### src/pkg/port_power_defines.vh
// Purpose: Shared constants for the downstream port power manager
// Assumes: 50 MHz core clock, 16-bit register port with 4-bit address
// Notes:   Offsets are word indexes on the plain register port
`ifndef PORT_POWER_DEFINES_VH
`define PORT_POWER_DEFINES_VH

// Clock and over-current filter timing
`define CLK_PERIOD_NS      20
`define OC_FILTER_NS       8000
`define OC_FILTER_CYCLES   ((`OC_FILTER_NS + `CLK_PERIOD_NS - 1) / `CLK_PERIOD_NS)

// Register offsets
`define REG_POWER_CTRL     4'h0
`define REG_SPLIT_CTRL     4'h1
`define REG_CHARGE_CTRL    4'h2
`define REG_FILTER_LEN     4'h3
`define REG_OC_STATUS      4'h4
`define REG_CC_CFG         4'h5
`define REG_CC_STATUS      4'h6
`define REG_CC_EVENTS      4'h7

// Reset values
`define RST_POWER_CTRL     16'h0000
`define RST_SPLIT_CTRL     4'h0
`define RST_CHARGE_CTRL    4'h0
`define RST_CC_CFG         8'h09

// Field positions inside one port's CC configuration byte
`define CC_CFG_ROLE_DFP    0
`define CC_CFG_ADV_LSB     1
`define CC_CFG_ADV_MSB     2
`define CC_CFG_VCONN_AUTO  3
`define CC_CFG_THR_LSB     4
`define CC_CFG_THR_MSB     6

// Current advertisement codes
`define ADV_3A0            2'b00
`define ADV_1A5            2'b01
`define ADV_DEFAULT        2'b10
`define ADV_OFF            2'b11

`endif

### src/rtl/oc_filter.v
// Purpose: Glitch filter for one active-low over-current sense input
// Assumes: low_i already synchronised to clk_i
// Notes:   One trip pulse per continuous low episode
module oc_filter (
  // Clock and reset
  input  wire        clk_i,
  input  wire        rst_n_i,
  // Sense
  input  wire        arm_i,
  input  wire        low_i,
  input  wire [15:0] len_i,
  output reg         trip_o
);

  reg [15:0] count;
  reg        done;

  // Count consecutive low cycles while armed, trip once at length
  always @(posedge clk_i)
  begin
    if (!rst_n_i || !arm_i || !low_i)
    begin
      count  <= 16'h0000;
      done   <= 1'b0;
      trip_o <= 1'b0;
    end
    else if (!done)
    begin
      if (count >= len_i)
      begin
        trip_o <= 1'b1;
        done   <= 1'b1;
      end
      else
      begin
        count <= count + 16'h0001;
      end
    end
    else
    begin
      trip_o <= 1'b0;
    end
  end

endmodule

### src/rtl/cc_port_ctrl.v
// Purpose: CC attach, advertisement and plug supply control of one port
// Assumes: All inputs synchronised; comparator gives a 3-bit level index
// Notes:   Plug supply sits on the CC pin opposite the pull-down
module cc_port_ctrl (
  // Clock and reset
  input  wire        clk_i,
  input  wire        rst_n_i,
  // Configuration
  input  wire        role_dfp_i,
  input  wire [1:0]  adv_sel_i,
  input  wire        vconn_auto_i,
  input  wire [2:0]  thresh_i,
  input  wire [15:0] filt_len_i,
  input  wire        ocp_clr_i,
  // Comparator results
  input  wire [2:0]  cc_a_level_i,
  input  wire [2:0]  cc_b_level_i,
  input  wire        cc_a_ra_i,
  input  wire        cc_b_ra_i,
  input  wire        vconn_low_a_i,
  input  wire        vconn_low_b_i,
  input  wire        vbus_safe5v_i,
  input  wire        vbus_safe0v_i,
  // Control and status
  output reg         attached_o,
  output reg         flip_o,
  output reg  [1:0]  adv_code_o,
  output reg         rd_en_o,
  output reg         vconn_a_o,
  output reg         vconn_b_o,
  output reg         ocp_o,
  output reg  [2:0]  partner_level_o,
  output reg         level_chg_o
);

`include "port_power_defines.vh"

  localparam [2:0] ST_IDLE = 3'b001;
  localparam [2:0] ST_SRC  = 3'b010;
  localparam [2:0] ST_SNK  = 3'b100;

  reg  [2:0] state;
  reg        ocp_off;
  wire       ocp_trip;
  wire       rd_a      = (cc_a_level_i >= thresh_i);
  wire       rd_b      = (cc_b_level_i >= thresh_i);
  wire       cable_ra  = flip_o ? cc_a_ra_i : cc_b_ra_i;
  wire       vconn_low = flip_o ? vconn_low_a_i : vconn_low_b_i;
  wire [2:0] level_max = (cc_a_level_i > cc_b_level_i) ? cc_a_level_i : cc_b_level_i;
  wire       vconn_ok  = vconn_auto_i & cable_ra & ~ocp_off & ~ocp_trip;

  // Plug supply over-current filter on the active pin
  oc_filter u_ocp (
    .clk_i   (clk_i),
    .rst_n_i (rst_n_i),
    .arm_i   (vconn_a_o | vconn_b_o),
    .low_i   (vconn_low),
    .len_i   (filt_len_i),
    .trip_o  (ocp_trip)
  );

  // Attach state machine and plug supply selection
  always @(posedge clk_i)
  begin
    if (!rst_n_i)
    begin
      state           <= ST_IDLE;
      attached_o      <= 1'b0;
      flip_o          <= 1'b0;
      adv_code_o      <= `ADV_OFF;
      rd_en_o         <= 1'b0;
      vconn_a_o       <= 1'b0;
      vconn_b_o       <= 1'b0;
      ocp_o           <= 1'b0;
      ocp_off         <= 1'b0;
      partner_level_o <= 3'h0;
      level_chg_o     <= 1'b0;
    end
    else
    begin
      ocp_o       <= ocp_trip;
      level_chg_o <= 1'b0;
      // Shut-off latch, trip wins over clear
      if (ocp_trip)
        ocp_off <= 1'b1;
      else if (ocp_clr_i)
        ocp_off <= 1'b0;
      case (state)
        ST_IDLE:
        begin
          attached_o <= 1'b0;
          vconn_a_o  <= 1'b0;
          vconn_b_o  <= 1'b0;
          rd_en_o    <= ~role_dfp_i;
          adv_code_o <= role_dfp_i ? adv_sel_i : `ADV_OFF;
          if (role_dfp_i && (rd_a || rd_b))
          begin
            state      <= ST_SRC;
            attached_o <= 1'b1;
            flip_o     <= ~rd_a;
          end
          else if (!role_dfp_i && vbus_safe5v_i)
          begin
            state      <= ST_SNK;
            attached_o <= 1'b1;
          end
        end
        ST_SRC:
        begin
          adv_code_o <= adv_sel_i;
          if (!role_dfp_i || !(rd_a || rd_b))
          begin
            state     <= ST_IDLE;
            vconn_a_o <= 1'b0;
            vconn_b_o <= 1'b0;
            ocp_off   <= 1'b0;
          end
          else
          begin
            vconn_a_o <= vconn_ok & flip_o;
            vconn_b_o <= vconn_ok & ~flip_o;
          end
        end
        ST_SNK:
        begin
          if (role_dfp_i || vbus_safe0v_i)
          begin
            state <= ST_IDLE;
          end
          else if (level_max != partner_level_o)
          begin
            partner_level_o <= level_max;
            level_chg_o     <= 1'b1;
          end
        end
        default:
        begin
          state <= ST_IDLE;
        end
      endcase
    end
  end

endmodule

### src/rtl/port_power_manager.v
// Purpose: Downstream port power, over-current and CC control of a hub
// Assumes: Four downstream ports, ports 1 and 2 reversible, 50 MHz clock
// Notes:   Pins are open-drain; pin level is resolved outside this block
//
// What this block does
// - One shared power enable and over-current sense pin per downstream port.
// - Power off drives the shared pin actively low.
// - Pull-up is off while the pin is driven low.
// - Power on releases the driver and enables the pull-up: open drain.
// - While powered, a low on the pin means over-current.
// - Short lows, such as at power-up, are filtered out.
// - Fuse arrangement uses the same pin behaviour and low detection.
// - Without split, the primary pin governs both port halves.
// - With split, second pin governs the superspeed half only.
// - Every port starts in non-split mode after reset.
// - Charging supply indication is set per port.
// - Eight programmable attach thresholds judge the CC voltage.
// - Source role advertises 3A by default, lowerable to 1.5A or default.
// - Sink role presents pull-downs and waits for bus voltage.
// - Sink role notices changes in advertised current level.
// - Source role enables plug supply when an active cable is seen.
// - Plug supply is on at most one CC pin.
// - Plug supply pin is chosen only once attach is detected.
// - Plug supply pin below 3.0V is over-current and turns the FET off.
// - Sink attach and detach follow the bus voltage range comparator.
//
// Implementation choices: the register offsets and strobed register access.
module port_power_manager (
  // Clock and reset
  input  wire        clk_i,
  input  wire        rst_n_i,
  // Register port
  input  wire [3:0]  reg_addr_i,
  input  wire [15:0] reg_wdata_i,
  input  wire        reg_wr_i,
  input  wire        reg_rd_i,
  output reg  [15:0] reg_rdata_o,
  // Shared power and sense pins, primary half
  input  wire [3:0]  port_power_sense_pin_i,
  output reg  [3:0]  port_power_sense_pin_o,
  output reg  [3:0]  port_power_sense_pin_oe_o,
  output reg  [3:0]  port_power_sense_pullup_o,
  // Shared power and sense pins, superspeed half
  input  wire [3:0]  superspeed_power_sense_pin_i,
  output reg  [3:0]  superspeed_power_sense_pin_o,
  output reg  [3:0]  superspeed_power_sense_pin_oe_o,
  output reg  [3:0]  superspeed_power_sense_pullup_o,
  // Charging supply indication
  output reg  [3:0]  charge_supply_present_o,
  // CC comparators of ports 1 and 2
  input  wire [11:0] cc_level_i,
  input  wire [3:0]  cc_ra_i,
  input  wire [3:0]  vconn_low_i,
  input  wire [3:0]  bus_voltage_monitor_i,
  // CC controls of ports 1 and 2
  output wire [3:0]  cc_adv_code_o,
  output wire [1:0]  cc_rd_enable_o,
  output reg  [5:0]  cc_threshold_o,
  output wire        port1_plug_supply_enable_a_o,
  output wire        port1_plug_supply_enable_b_o,
  output reg         port2_plug_supply_enable_o
);

`include "port_power_defines.vh"

  localparam [15:0] FILT_RST = `OC_FILTER_CYCLES;

  // Registers
  reg  [15:0] power_ctrl;
  reg  [3:0]  split_ctrl;
  reg  [15:0] filter_len;
  reg  [3:0]  oc_prim;
  reg  [3:0]  oc_ss;
  reg  [1:0]  oc_plug;
  reg  [1:0]  lvl_evt;
  reg  [15:0] cc_cfg;

  // Synchroniser for all asynchronous inputs
  reg  [31:0] sync_a;
  reg  [31:0] sync_b;

  wire [3:0]  prim_in  = sync_b[3:0];
  wire [3:0]  ss_in    = sync_b[7:4];
  wire [11:0] cc_lvl   = sync_b[19:8];
  wire [3:0]  cc_ra    = sync_b[23:20];
  wire [3:0]  vc_low   = sync_b[27:24];
  wire [3:0]  bus_voltage_monitor = sync_b[31:28];

  // Effective enables per half
  wire [3:0]  prim_en = power_ctrl[3:0];
  wire [3:0]  ss_en   = split_ctrl & power_ctrl[7:4];
  wire [3:0]  prim_trip;
  wire [3:0]  ss_trip;
  wire [3:0]  ss_event;
  wire [1:0]  plug_trip;
  wire [1:0]  lvl_chg;
  wire [1:0]  attached;
  wire [1:0]  flip;
  wire [8:0]  p1_level;
  wire [8:0]  p2_level;
  wire        p2_vc_a;
  wire        p2_vc_b;

  // Write decode and clear strobes
  wire        wr_oc  = reg_wr_i && (reg_addr_i == `REG_OC_STATUS);
  wire        wr_evt = reg_wr_i && (reg_addr_i == `REG_CC_EVENTS);
  wire [1:0]  plug_clr = wr_oc ? reg_wdata_i[9:8] : 2'b00;

  // Two-flop capture of pins and comparators
  always @(posedge clk_i)
  begin
    if (!rst_n_i)
    begin
      sync_a <= 32'h00000000;
      sync_b <= 32'h00000000;
    end
    else
    begin
      sync_a <= {bus_voltage_monitor_i, vconn_low_i, cc_ra_i, cc_level_i,
                 superspeed_power_sense_pin_i, port_power_sense_pin_i};
      sync_b <= sync_a;
    end
  end

  // Over-current filters, one per half of each port
  genvar gi;
  generate
    for (gi = 0; gi < 4; gi = gi + 1)
    begin : g_filt
      oc_filter u_prim (
        .clk_i   (clk_i),
        .rst_n_i (rst_n_i),
        .arm_i   (prim_en[gi] & port_power_sense_pullup_o[gi]),
        .low_i   (~prim_in[gi]),
        .len_i   (filter_len),
        .trip_o  (prim_trip[gi])
      );
      oc_filter u_ss (
        .clk_i   (clk_i),
        .rst_n_i (rst_n_i),
        .arm_i   (ss_en[gi] & superspeed_power_sense_pullup_o[gi]),
        .low_i   (~ss_in[gi]),
        .len_i   (filter_len),
        .trip_o  (ss_trip[gi])
      );
      // Superspeed half follows primary pin unless split
      assign ss_event[gi] = split_ctrl[gi] ? ss_trip[gi] : prim_trip[gi];
    end
  endgenerate

  // Pin drivers: low with pull-up off, or released with pull-up on; superspeed pins of non-split ports released with pull-up off
  always @(posedge clk_i)
  begin
    if (!rst_n_i)
    begin
      port_power_sense_pin_o          <= 4'h0;
      port_power_sense_pin_oe_o       <= 4'hf;
      port_power_sense_pullup_o       <= 4'h0;
      superspeed_power_sense_pin_o    <= 4'h0;
      superspeed_power_sense_pin_oe_o <= 4'h0;
      superspeed_power_sense_pullup_o <= 4'h0;
    end
    else
    begin
      port_power_sense_pin_o          <= 4'h0;
      port_power_sense_pin_oe_o       <= ~prim_en;
      port_power_sense_pullup_o       <= prim_en;
      superspeed_power_sense_pin_o    <= 4'h0;
      // Second pin only in use for split ports
      superspeed_power_sense_pin_oe_o <= split_ctrl & ~ss_en;
      superspeed_power_sense_pullup_o <= ss_en;
    end
  end

  // Reversible port 1
  cc_port_ctrl u_cc1 (
    .clk_i           (clk_i),
    .rst_n_i         (rst_n_i),
    .role_dfp_i      (cc_cfg[`CC_CFG_ROLE_DFP]),
    .adv_sel_i       (cc_cfg[`CC_CFG_ADV_MSB:`CC_CFG_ADV_LSB]),
    .vconn_auto_i    (cc_cfg[`CC_CFG_VCONN_AUTO]),
    .thresh_i        (cc_cfg[`CC_CFG_THR_MSB:`CC_CFG_THR_LSB]),
    .filt_len_i      (filter_len),
    .ocp_clr_i       (plug_clr[0]),
    .cc_a_level_i    (cc_lvl[2:0]),
    .cc_b_level_i    (cc_lvl[5:3]),
    .cc_a_ra_i       (cc_ra[0]),
    .cc_b_ra_i       (cc_ra[1]),
    .vconn_low_a_i   (vc_low[0]),
    .vconn_low_b_i   (vc_low[1]),
    .vbus_safe5v_i   (bus_voltage_monitor[0]),
    .vbus_safe0v_i   (bus_voltage_monitor[1]),
    .attached_o      (attached[0]),
    .flip_o          (flip[0]),
    .adv_code_o      (cc_adv_code_o[1:0]),
    .rd_en_o         (cc_rd_enable_o[0]),
    .vconn_a_o       (port1_plug_supply_enable_a_o),
    .vconn_b_o       (port1_plug_supply_enable_b_o),
    .ocp_o           (plug_trip[0]),
    .partner_level_o (p1_level[2:0]),
    .level_chg_o     (lvl_chg[0])
  );

  // Reversible port 2
  cc_port_ctrl u_cc2 (
    .clk_i           (clk_i),
    .rst_n_i         (rst_n_i),
    .role_dfp_i      (cc_cfg[8 + `CC_CFG_ROLE_DFP]),
    .adv_sel_i       (cc_cfg[8 + `CC_CFG_ADV_MSB:8 + `CC_CFG_ADV_LSB]),
    .vconn_auto_i    (cc_cfg[8 + `CC_CFG_VCONN_AUTO]),
    .thresh_i        (cc_cfg[8 + `CC_CFG_THR_MSB:8 + `CC_CFG_THR_LSB]),
    .filt_len_i      (filter_len),
    .ocp_clr_i       (plug_clr[1]),
    .cc_a_level_i    (cc_lvl[8:6]),
    .cc_b_level_i    (cc_lvl[11:9]),
    .cc_a_ra_i       (cc_ra[2]),
    .cc_b_ra_i       (cc_ra[3]),
    .vconn_low_a_i   (vc_low[2]),
    .vconn_low_b_i   (vc_low[3]),
    .vbus_safe5v_i   (bus_voltage_monitor[2]),
    .vbus_safe0v_i   (bus_voltage_monitor[3]),
    .attached_o      (attached[1]),
    .flip_o          (flip[1]),
    .adv_code_o      (cc_adv_code_o[3:2]),
    .rd_en_o         (cc_rd_enable_o[1]),
    .vconn_a_o       (p2_vc_a),
    .vconn_b_o       (p2_vc_b),
    .ocp_o           (plug_trip[1]),
    .partner_level_o (p2_level[2:0]),
    .level_chg_o     (lvl_chg[1])
  );

  assign p1_level[8:3] = 6'h00;
  assign p2_level[8:3] = 6'h00;

  // Port 2 has one plug supply enable; only one side is ever on
  always @(posedge clk_i)
  begin
    if (!rst_n_i)
      port2_plug_supply_enable_o <= 1'b0;
    else
      port2_plug_supply_enable_o <= p2_vc_a | p2_vc_b;
  end

  // Configuration registers
  always @(posedge clk_i)
  begin
    if (!rst_n_i)
    begin
      power_ctrl              <= `RST_POWER_CTRL;
      split_ctrl              <= `RST_SPLIT_CTRL;
      charge_supply_present_o <= `RST_CHARGE_CTRL;
      filter_len              <= FILT_RST;
      cc_cfg                  <= {`RST_CC_CFG, `RST_CC_CFG};
      cc_threshold_o          <= 6'h00;
    end
    else
    begin
      cc_threshold_o <= {cc_cfg[8 + `CC_CFG_THR_MSB:8 + `CC_CFG_THR_LSB],
                         cc_cfg[`CC_CFG_THR_MSB:`CC_CFG_THR_LSB]};
      if (reg_wr_i)
      begin
        case (reg_addr_i)
          `REG_POWER_CTRL:  power_ctrl <= {8'h00, reg_wdata_i[7:0]};
          `REG_SPLIT_CTRL:  split_ctrl <= reg_wdata_i[3:0];
          `REG_CHARGE_CTRL: charge_supply_present_o <= reg_wdata_i[3:0];
          `REG_FILTER_LEN:  filter_len <= reg_wdata_i;
          `REG_CC_CFG:      cc_cfg <= {1'b0, reg_wdata_i[14:8], 1'b0, reg_wdata_i[6:0]};
          default:          power_ctrl <= power_ctrl;
        endcase
      end
    end
  end

  // Sticky event flags, write one to clear, set wins over clear
  always @(posedge clk_i)
  begin
    if (!rst_n_i)
    begin
      oc_prim <= 4'h0;
      oc_ss   <= 4'h0;
      oc_plug <= 2'b00;
      lvl_evt <= 2'b00;
    end
    else
    begin
      oc_prim <= (oc_prim & ~(wr_oc ? reg_wdata_i[3:0] : 4'h0)) | prim_trip;
      oc_ss   <= (oc_ss & ~(wr_oc ? reg_wdata_i[7:4] : 4'h0)) | ss_event;
      oc_plug <= (oc_plug & ~plug_clr) | plug_trip;
      lvl_evt <= (lvl_evt & ~(wr_evt ? reg_wdata_i[1:0] : 2'b00)) | lvl_chg;
    end
  end

  // Read data, valid only in the cycle after the read strobe
  always @(posedge clk_i)
  begin
    if (!rst_n_i)
    begin
      reg_rdata_o <= 16'h0000;
    end
    else if (reg_rd_i)
    begin
      case (reg_addr_i)
        `REG_POWER_CTRL:  reg_rdata_o <= power_ctrl;
        `REG_SPLIT_CTRL:  reg_rdata_o <= {12'h000, split_ctrl};
        `REG_CHARGE_CTRL: reg_rdata_o <= {12'h000, charge_supply_present_o};
        `REG_FILTER_LEN:  reg_rdata_o <= filter_len;
        `REG_OC_STATUS:   reg_rdata_o <= {6'h00, oc_plug, oc_ss, oc_prim};
        `REG_CC_CFG:      reg_rdata_o <= cc_cfg;
        `REG_CC_STATUS:   reg_rdata_o <= {p2_level[2:0], flip[1], attached[1],
                                          port2_plug_supply_enable_o, 2'b00,
                                          p1_level[2:0], flip[0], attached[0],
                                          port1_plug_supply_enable_b_o,
                                          port1_plug_supply_enable_a_o, 1'b0};
        `REG_CC_EVENTS:   reg_rdata_o <= {14'h0000, lvl_evt};
        default:          reg_rdata_o <= 16'h0000;
      endcase
    end
    else
    begin
      reg_rdata_o <= 16'h0000;
    end
  end

endmodule

### config.mk
export PLATFORM = sky130hd
export DESIGN_NAME = port_power_manager
export DESIGN_NICKNAME = d
export VERILOG_FILES = /design/src/rtl/oc_filter.v /design/src/rtl/cc_port_ctrl.v /design/src/rtl/port_power_manager.v
export VERILOG_INCLUDE_DIRS = /design/src /design/src/pkg
export SDC_FILE = /design/constraint.sdc
export NUM_CORES = 1
export LEC_CHECK = 0
export BUFFER_PORTS_ARGS = -buffer_cell sky130_fd_sc_hd__buf_4
export CAP_MARGIN = 5
export CORE_MARGIN = 2
export CORE_UTILIZATION = 47
export CTS_CLUSTER_SIZE = 16
export DETAILED_ROUTE_END_ITERATION = 8
export GPL_TIMING_DRIVEN = 0
export HOLD_SLACK_MARGIN = 0.02
export MAX_ROUTING_LAYER = met4
export REMOVE_ABC_BUFFERS = 1
export SYNTH_ARGS = -nofsm -noshare
export SYNTH_HDL_FRONTEND = slang
export SYNTH_HIERARCHICAL = 1
export SYNTH_SLANG_ARGS = --single-unit
### constraint.sdc
create_clock -name clk_i -period 3.2 [get_ports clk_i]
set_input_delay 0.48 -clock clk_i [delete_from_list [all_inputs] [get_ports clk_i]]
set_output_delay 0.48 -clock clk_i [all_outputs]
set_load 0.02 [all_outputs]
## After elaboration in Yosys (flattened, before gate mapping)

Index checks and enable logic that the tools add are counted.

- Flip-flop bits (word level): 373
- Latch bits: 0
- Memory bits (writable): 0
- Bits in read-only memories: 0
- Input port bits: 56
- Output and inout bits: 59
- Word-level logic and storage cells: 345
- Memories: 0

- Add/sub/neg operators: 10
- Multipliers: 0
- Div/mod/pow operators: 0
- Order comparisons: 16
- Equality and inequality tests: 21
- Shift operators: 0
- Multiplexer cells: 71
- Bitwise gates (word level): 71
- Reduce and logical (&&, ||, !) cells: 86

Operators with widths:

| kind | count |
|---|---|
| 16-bit by 1-bit adder with 16-bit output (second input constant) | 10 |
| 16-bit greater-or-equal comparator | 10 |
| 16-bit case mux with 8 select lines | 1 |
| 1-bit two-way mux | 46 |
| 2-bit AND reduction | 18 |
| 1-bit NOT | 35 |
| 3-bit two-way mux | 10 |
| 1-bit logical OR | 26 |
| 2-bit OR reduction | 10 |
| 1-bit bitwise AND | 18 |
| 3-bit case mux with 3 select lines | 2 |
| 1-bit zero test | 17 |
| 4-bit bitwise AND | 4 |
| 4-bit by 3-bit equality test with 1-bit output (second input constant) | 4 |
| 4-bit NOT | 4 |
| 3-bit greater-or-equal comparator | 4 |
| 3-bit AND reduction | 4 |
| 4-bit by 2-bit equality test with 1-bit output (second input constant) | 2 |
| 2-bit two-way mux | 4 |
| 4-bit two-way mux | 2 |
| 2-bit by 1-bit inequality test with 1-bit output (second input constant) | 4 |
| 4-bit OR | 2 |
| 1-bit case mux with 2 select lines | 4 |
| 2-bit case mux with 2 select lines | 2 |
| 15 further kinds | 32 |

## Depth between registers and ports, before layout

- Word-level depth: 7
- Gate-level depth with buffers: 10
- Depth with buffers taken out: 8

## Hierarchy

Netlist, hierarchy kept.

Modules (own cells, without submodules):

| module | times used | cells each | area an instance (µm²) | sequential area each (µm²) |
|---|---|---|---|---|
| oc_filter at g_filt[0].u_prim ... | 9 | 159 | 1291.2 | 360.3 |
| port_power_manager | 1 | 587 | 5768.0 | 3223.1 |
| cc_port_ctrl | 2 | 112 | 953.4 | 320.3 |
| oc_filter at u_cc2.u_ocp | 1 | 154 | 1248.7 | 360.3 |

## Worst setup path after synthesis

OpenSTA, ideal clock, no wires.

- Path kind: register -> register
- From: register filter_len[13]
- To: register u_cc2.u_ocp.count[15]
- Arrival time: 2.304 ns
- Data required time: 3.068 ns
- Setup slack: 0.764 ns
- Cell stages (with the launch flop): 9
- Clock period less this slack: 2.436 ns
- Cell sequence: dfxtp_1 > inv_1 > ha_1 > nand4_2 > or3_1 > or4_4 > nand4_1 > or3_2 > a21oi_1

- Longest elaborated chain between the ends: 3

Ends and longest elaborated chain:

| item | line | source |
|---|---|---|
| start, declared | port_power_manager.v:71 | `reg [15:0] filter_len;` |
| start signal, assigned | port_power_manager.v:267 | `` `REG_FILTER_LEN: filter_len <= reg_wdata_i; `` |
| 16-bit greater-or-equal comparator | oc_filter.v:29 | `if (count >= len_i)` |
| 1-bit NOT (no source line) | n/a |  |
| 2-bit AND reduction (no source line) | n/a |  |
| end signal, assigned | oc_filter.v:36 | `count <= count + 16'h0001;` |
| end, declared | oc_filter.v:15 | `reg [15:0] count;` |

No other way between the ends.
A chain may end at the register's enable or synchronous reset.

## Final worst setup path

- From: register filter_len[12]
- To: register g_filt[2].u_prim.count[13]

- Longest elaborated chain between the ends: 3

Ends and longest elaborated chain:

| item | line |
|---|---|
| 16-bit greater-or-equal comparator | oc_filter.v:29 |
| 1-bit NOT (no source line) | n/a |
| 2-bit AND reduction (no source line) | n/a |
| end signal, assigned | oc_filter.v:36 |
| end, declared | oc_filter.v:15 |

No other way between the ends.

==> summary.txt <==
Timing
  – Final hold vios: 0
  – Period utilization: 93.3%
  – Setup slack after layout: 216 ps
  – Slew Viols, Final: 0
  – Min cycle time layout: 2980 ps
  – Slew headroom: 18.3%
  – Measured slew at the worst slew-check pin: 1220 ps
  – RSZ-0062 raised after global routing: no
  – Skew final: 21.3 ps
  – Final setup vio count: 0
  – Peak Freq: 0.335 GHz

Worst setup path
  – Buf+Inv Stages, Crit Path: 1
  – Family with the most delay on the worst path: simple AND/OR/NAND/NOR gates
  – Critical Path Fanout Max: 20
  – Type of origin of the critical path: flip-flop
  – Crit end category: flip-flop
  – Max stage delay on crit path: 700 ps
  – Slowest CP cell: dfxtp_2
  – Worst Path Required: 3690 ps
  – Crit path cell chain: inv_1, ha_1, nand4_1, nor3_1, or3_1, nand4b_4, or4_1, a21oi_1
  – Worst Path Arrival: 3470 ps
  – CP Class: flip-flop to flip-flop

Place
  – Setup slack at placement: -170 ps
  – Hpwl dp: 37300 um
  – Number of port buffers: 106
  – Final RePlAce weighted congestion: 0.905

Routing
  – Detailed-route via count: 17800
  – DR WL/cell: 17.9 um
  – Antenna-violating nets left: 0
  – DRT iter0 DRCs: 1311
  – Wirelength, routed: 55300 um
  – Detail-routed via count per cell: 5.77
  – DR pass1 iterations: 6
  – DRC: 0

Clock tree
  – CTS Buf Count: 43
  – Root buf cell: clkbuf_16
  – Later-pin clock latency in the skew report: 580 ps
  – Post-CTS Setup Inserts: 0
  – CTS Sinks: 373
  – Maximum level of the CTS H-tree: 2
  – CTS tree: done
  – Worst-path clk slew: 60 ps
  – Clk buf depth: 3

GRT
  – Initial antenna violation count: 3
  – Largest net degree at the start of global routing: 129
  – GR Overflow Total: 0
  – Total GRT Usage: 25.1%
  – Number of global-route vias before repair: 16500
  – Global-route wire length before repair: 87400 um

Synth
  – Sequential share of the synthesized area: 36.3%
  – Synth unique cells: 73
  – Post-synthesis average cell area: 8.57 um^2
  – Post-synth EDFFs: 0
  – Synth warn: 6
  – Fraction of registers with async set/reset: 0%
  – Primary FF master, synth: dfxtp_1
  – Area of the mapped netlist: 20500 um^2
  – Synth Register Bits: 373
  – Post-Syn Instances: 2396

Power and ir drop
  – Sw frac: 23.2%
  – Psw: 0.00239 W
  – Internal power: 0.00794 W
  – Proportion of power drawn by the clock network: 48.5%
  – Static leakage: 8.70 nW
  – Final Power: 0.0103 W
  – Power per cell area: 449 nW/um^2
  – Peak supply drop: 0.476 mV
  – Reg power frac: 46.5%
  – Combinational power share: 5.0%

Floorplan
  – Initial core utilization: 47.7%
  – # rows: 76
  – Die height: 213 um
  – Core footprint: 43100 um^2
  – Die Wd: 213 um
  – Io pins: 115
  – Die ar.: 45400 um^2

Layout
  – Syn-to-layout area delta: 12.0%
  – Fillers: 4044
  – Final #Nets: 2705
  – Share of layout cells above drive strength 1: 11.1%

Min path
  – Worst hold-check path type: input pin to flip-flop

Outcome
  – Status: finished, final reports clean

Job
  – Max-capacitance violation count: 0
[layout by cell type (no fill, tap or decap), drive strengths merged, types with 97 or more instances in the layout]
cell type / instances
dfxtp: 373
inv: 249
a21oi: 199
ha: 188
nand2: 180
nand3: 120
nor2: 109
buf: 108
o21ai: 102
and2: 97
[power groups by stage]
stage / Combinational (W) / Sequential [W] / Clock [W]
final: 0.000517 / 0.00480 / 0.00501
after global placement: 0.000497 / 0.00490 / 0
after global routing: 0.000572 / 0.00481 / 0.00532
after floorplan: 0.000288 / 0.00489 / 0
after detailed placement: 0.000513 / 0.00490 / 0
after CTS: 0.000515 / 0.00480 / 0.00513
[kinds of logic after synthesis]
group,count (synthesis),synth area share [%]
AND/OR/NAND/NOR,892,25.5
AO/OA/AOI/OAI,569,17.8
flip-flops,373,36.3
buffers and inverters,343,7.46
adder cells (fa/ha/maj),188,11.4
XOR/XNOR,16,0.682
multiplexers,14,0.719
other,1,0.0183
[worst paths after layout]
kind                            cells after the start  slack [ps]                    endpoint      startpoint
worst max-delay path                                8         220  g_filt[2].u_prim/count[13]  filter_len[12]
worst min-delay path                                2         110                  sync_a[21]      cc_ra_i[1]
worst min register to register                      1         430                  sync_b[18]      sync_a[18]
worst max register to register                      8         220  g_filt[2].u_prim/count[13]  filter_len[12]
[synth_stat cells, drive strengths merged (51+ instances only)]
cell    count  share of area (%)
dfxtp     373                 36
inv       248                4.5
a21oi     199                4.9
ha        188                 11
nand2     180                3.3
nand3     120                3.0
nor2      109                2.0
o21ai     102                2.5
and2       97                3.0
or4        94                3.5
o31ai      87                3.2
nand4      76                2.3
or3        58                1.8
buf        57                2.2
a21boi     51                1.9
[stage by stage]
| step | TNS [ps] | util (%) | instances | instance area, um^2 | hold WS [ps] |
|---|---|---|---|---|---|
| 5_1_grt | 0 | 53.4 | 3081 | 23000 | 94.2 |
| 3_5_place_dp | -5410 | 50.0 | 3000 | 21500 | 418 |
| 3_3_place_gp | -6890 | 49.9 | 2999 | 21500 | 413 |
| 6_report | 0 | 53.4 | 3081 | 23000 | 110 |
| 2_1_floorplan | 0 | - | 2308 | 20000 | 412 |
| 4_1_cts | 0 | 53.4 | 3078 | 23000 | 79.0 |
[registers in the layout, indices dropped and copies added (netlist names), 6 cells and up]
signal	count
sync_a	32
power_ctrl	8
u_cc1/u_ocp/count	16
g_filt.u_ss/count	64
g_filt.u_prim/count	64
reg_rdata_o	16
sync_b	32
filter_len	16
cc_threshold_o	6
cc_cfg	14
u_cc2/u_ocp/count	16
[routing by layer]
layer	up-vias	global-route usage, %	wire length, um
met5	-	-	0
met4	0	9.84	2070
met3	123	4.13	3160
met2	433	39.8	25100
met1	8476	32.1	24900
li1	8759	-	-
[cell type report]
| cell class | instances | area, um^2 | share of cell area (%) |
|---|---|---|---|
| Tap cell | 585 | 732 | 3.18 |
| Antenna cell | 2 | 5.00 | 0.0218 |
| Multi-Input combinational cell | 1687 | 11600 | 50.3 |
| Timing Repair Buffer | 108 | 835 | 3.63 |
| Sequential cell | 373 | 7490 | 32.6 |
| Clock inverter | 21 | 230 | 1.00 |
| Clock buffer | 57 | 1210 | 5.26 |
| Inverter | 248 | 931 | 4.05 |
[timing repair]
action / CTS / global route
hold endpoints to repair: 0 / 0
gates resized for setup: 13 / 5
setup endpoints to repair: 95 / 43
hold buffers: 0 / 0
(Power assumes the default switching activity.)
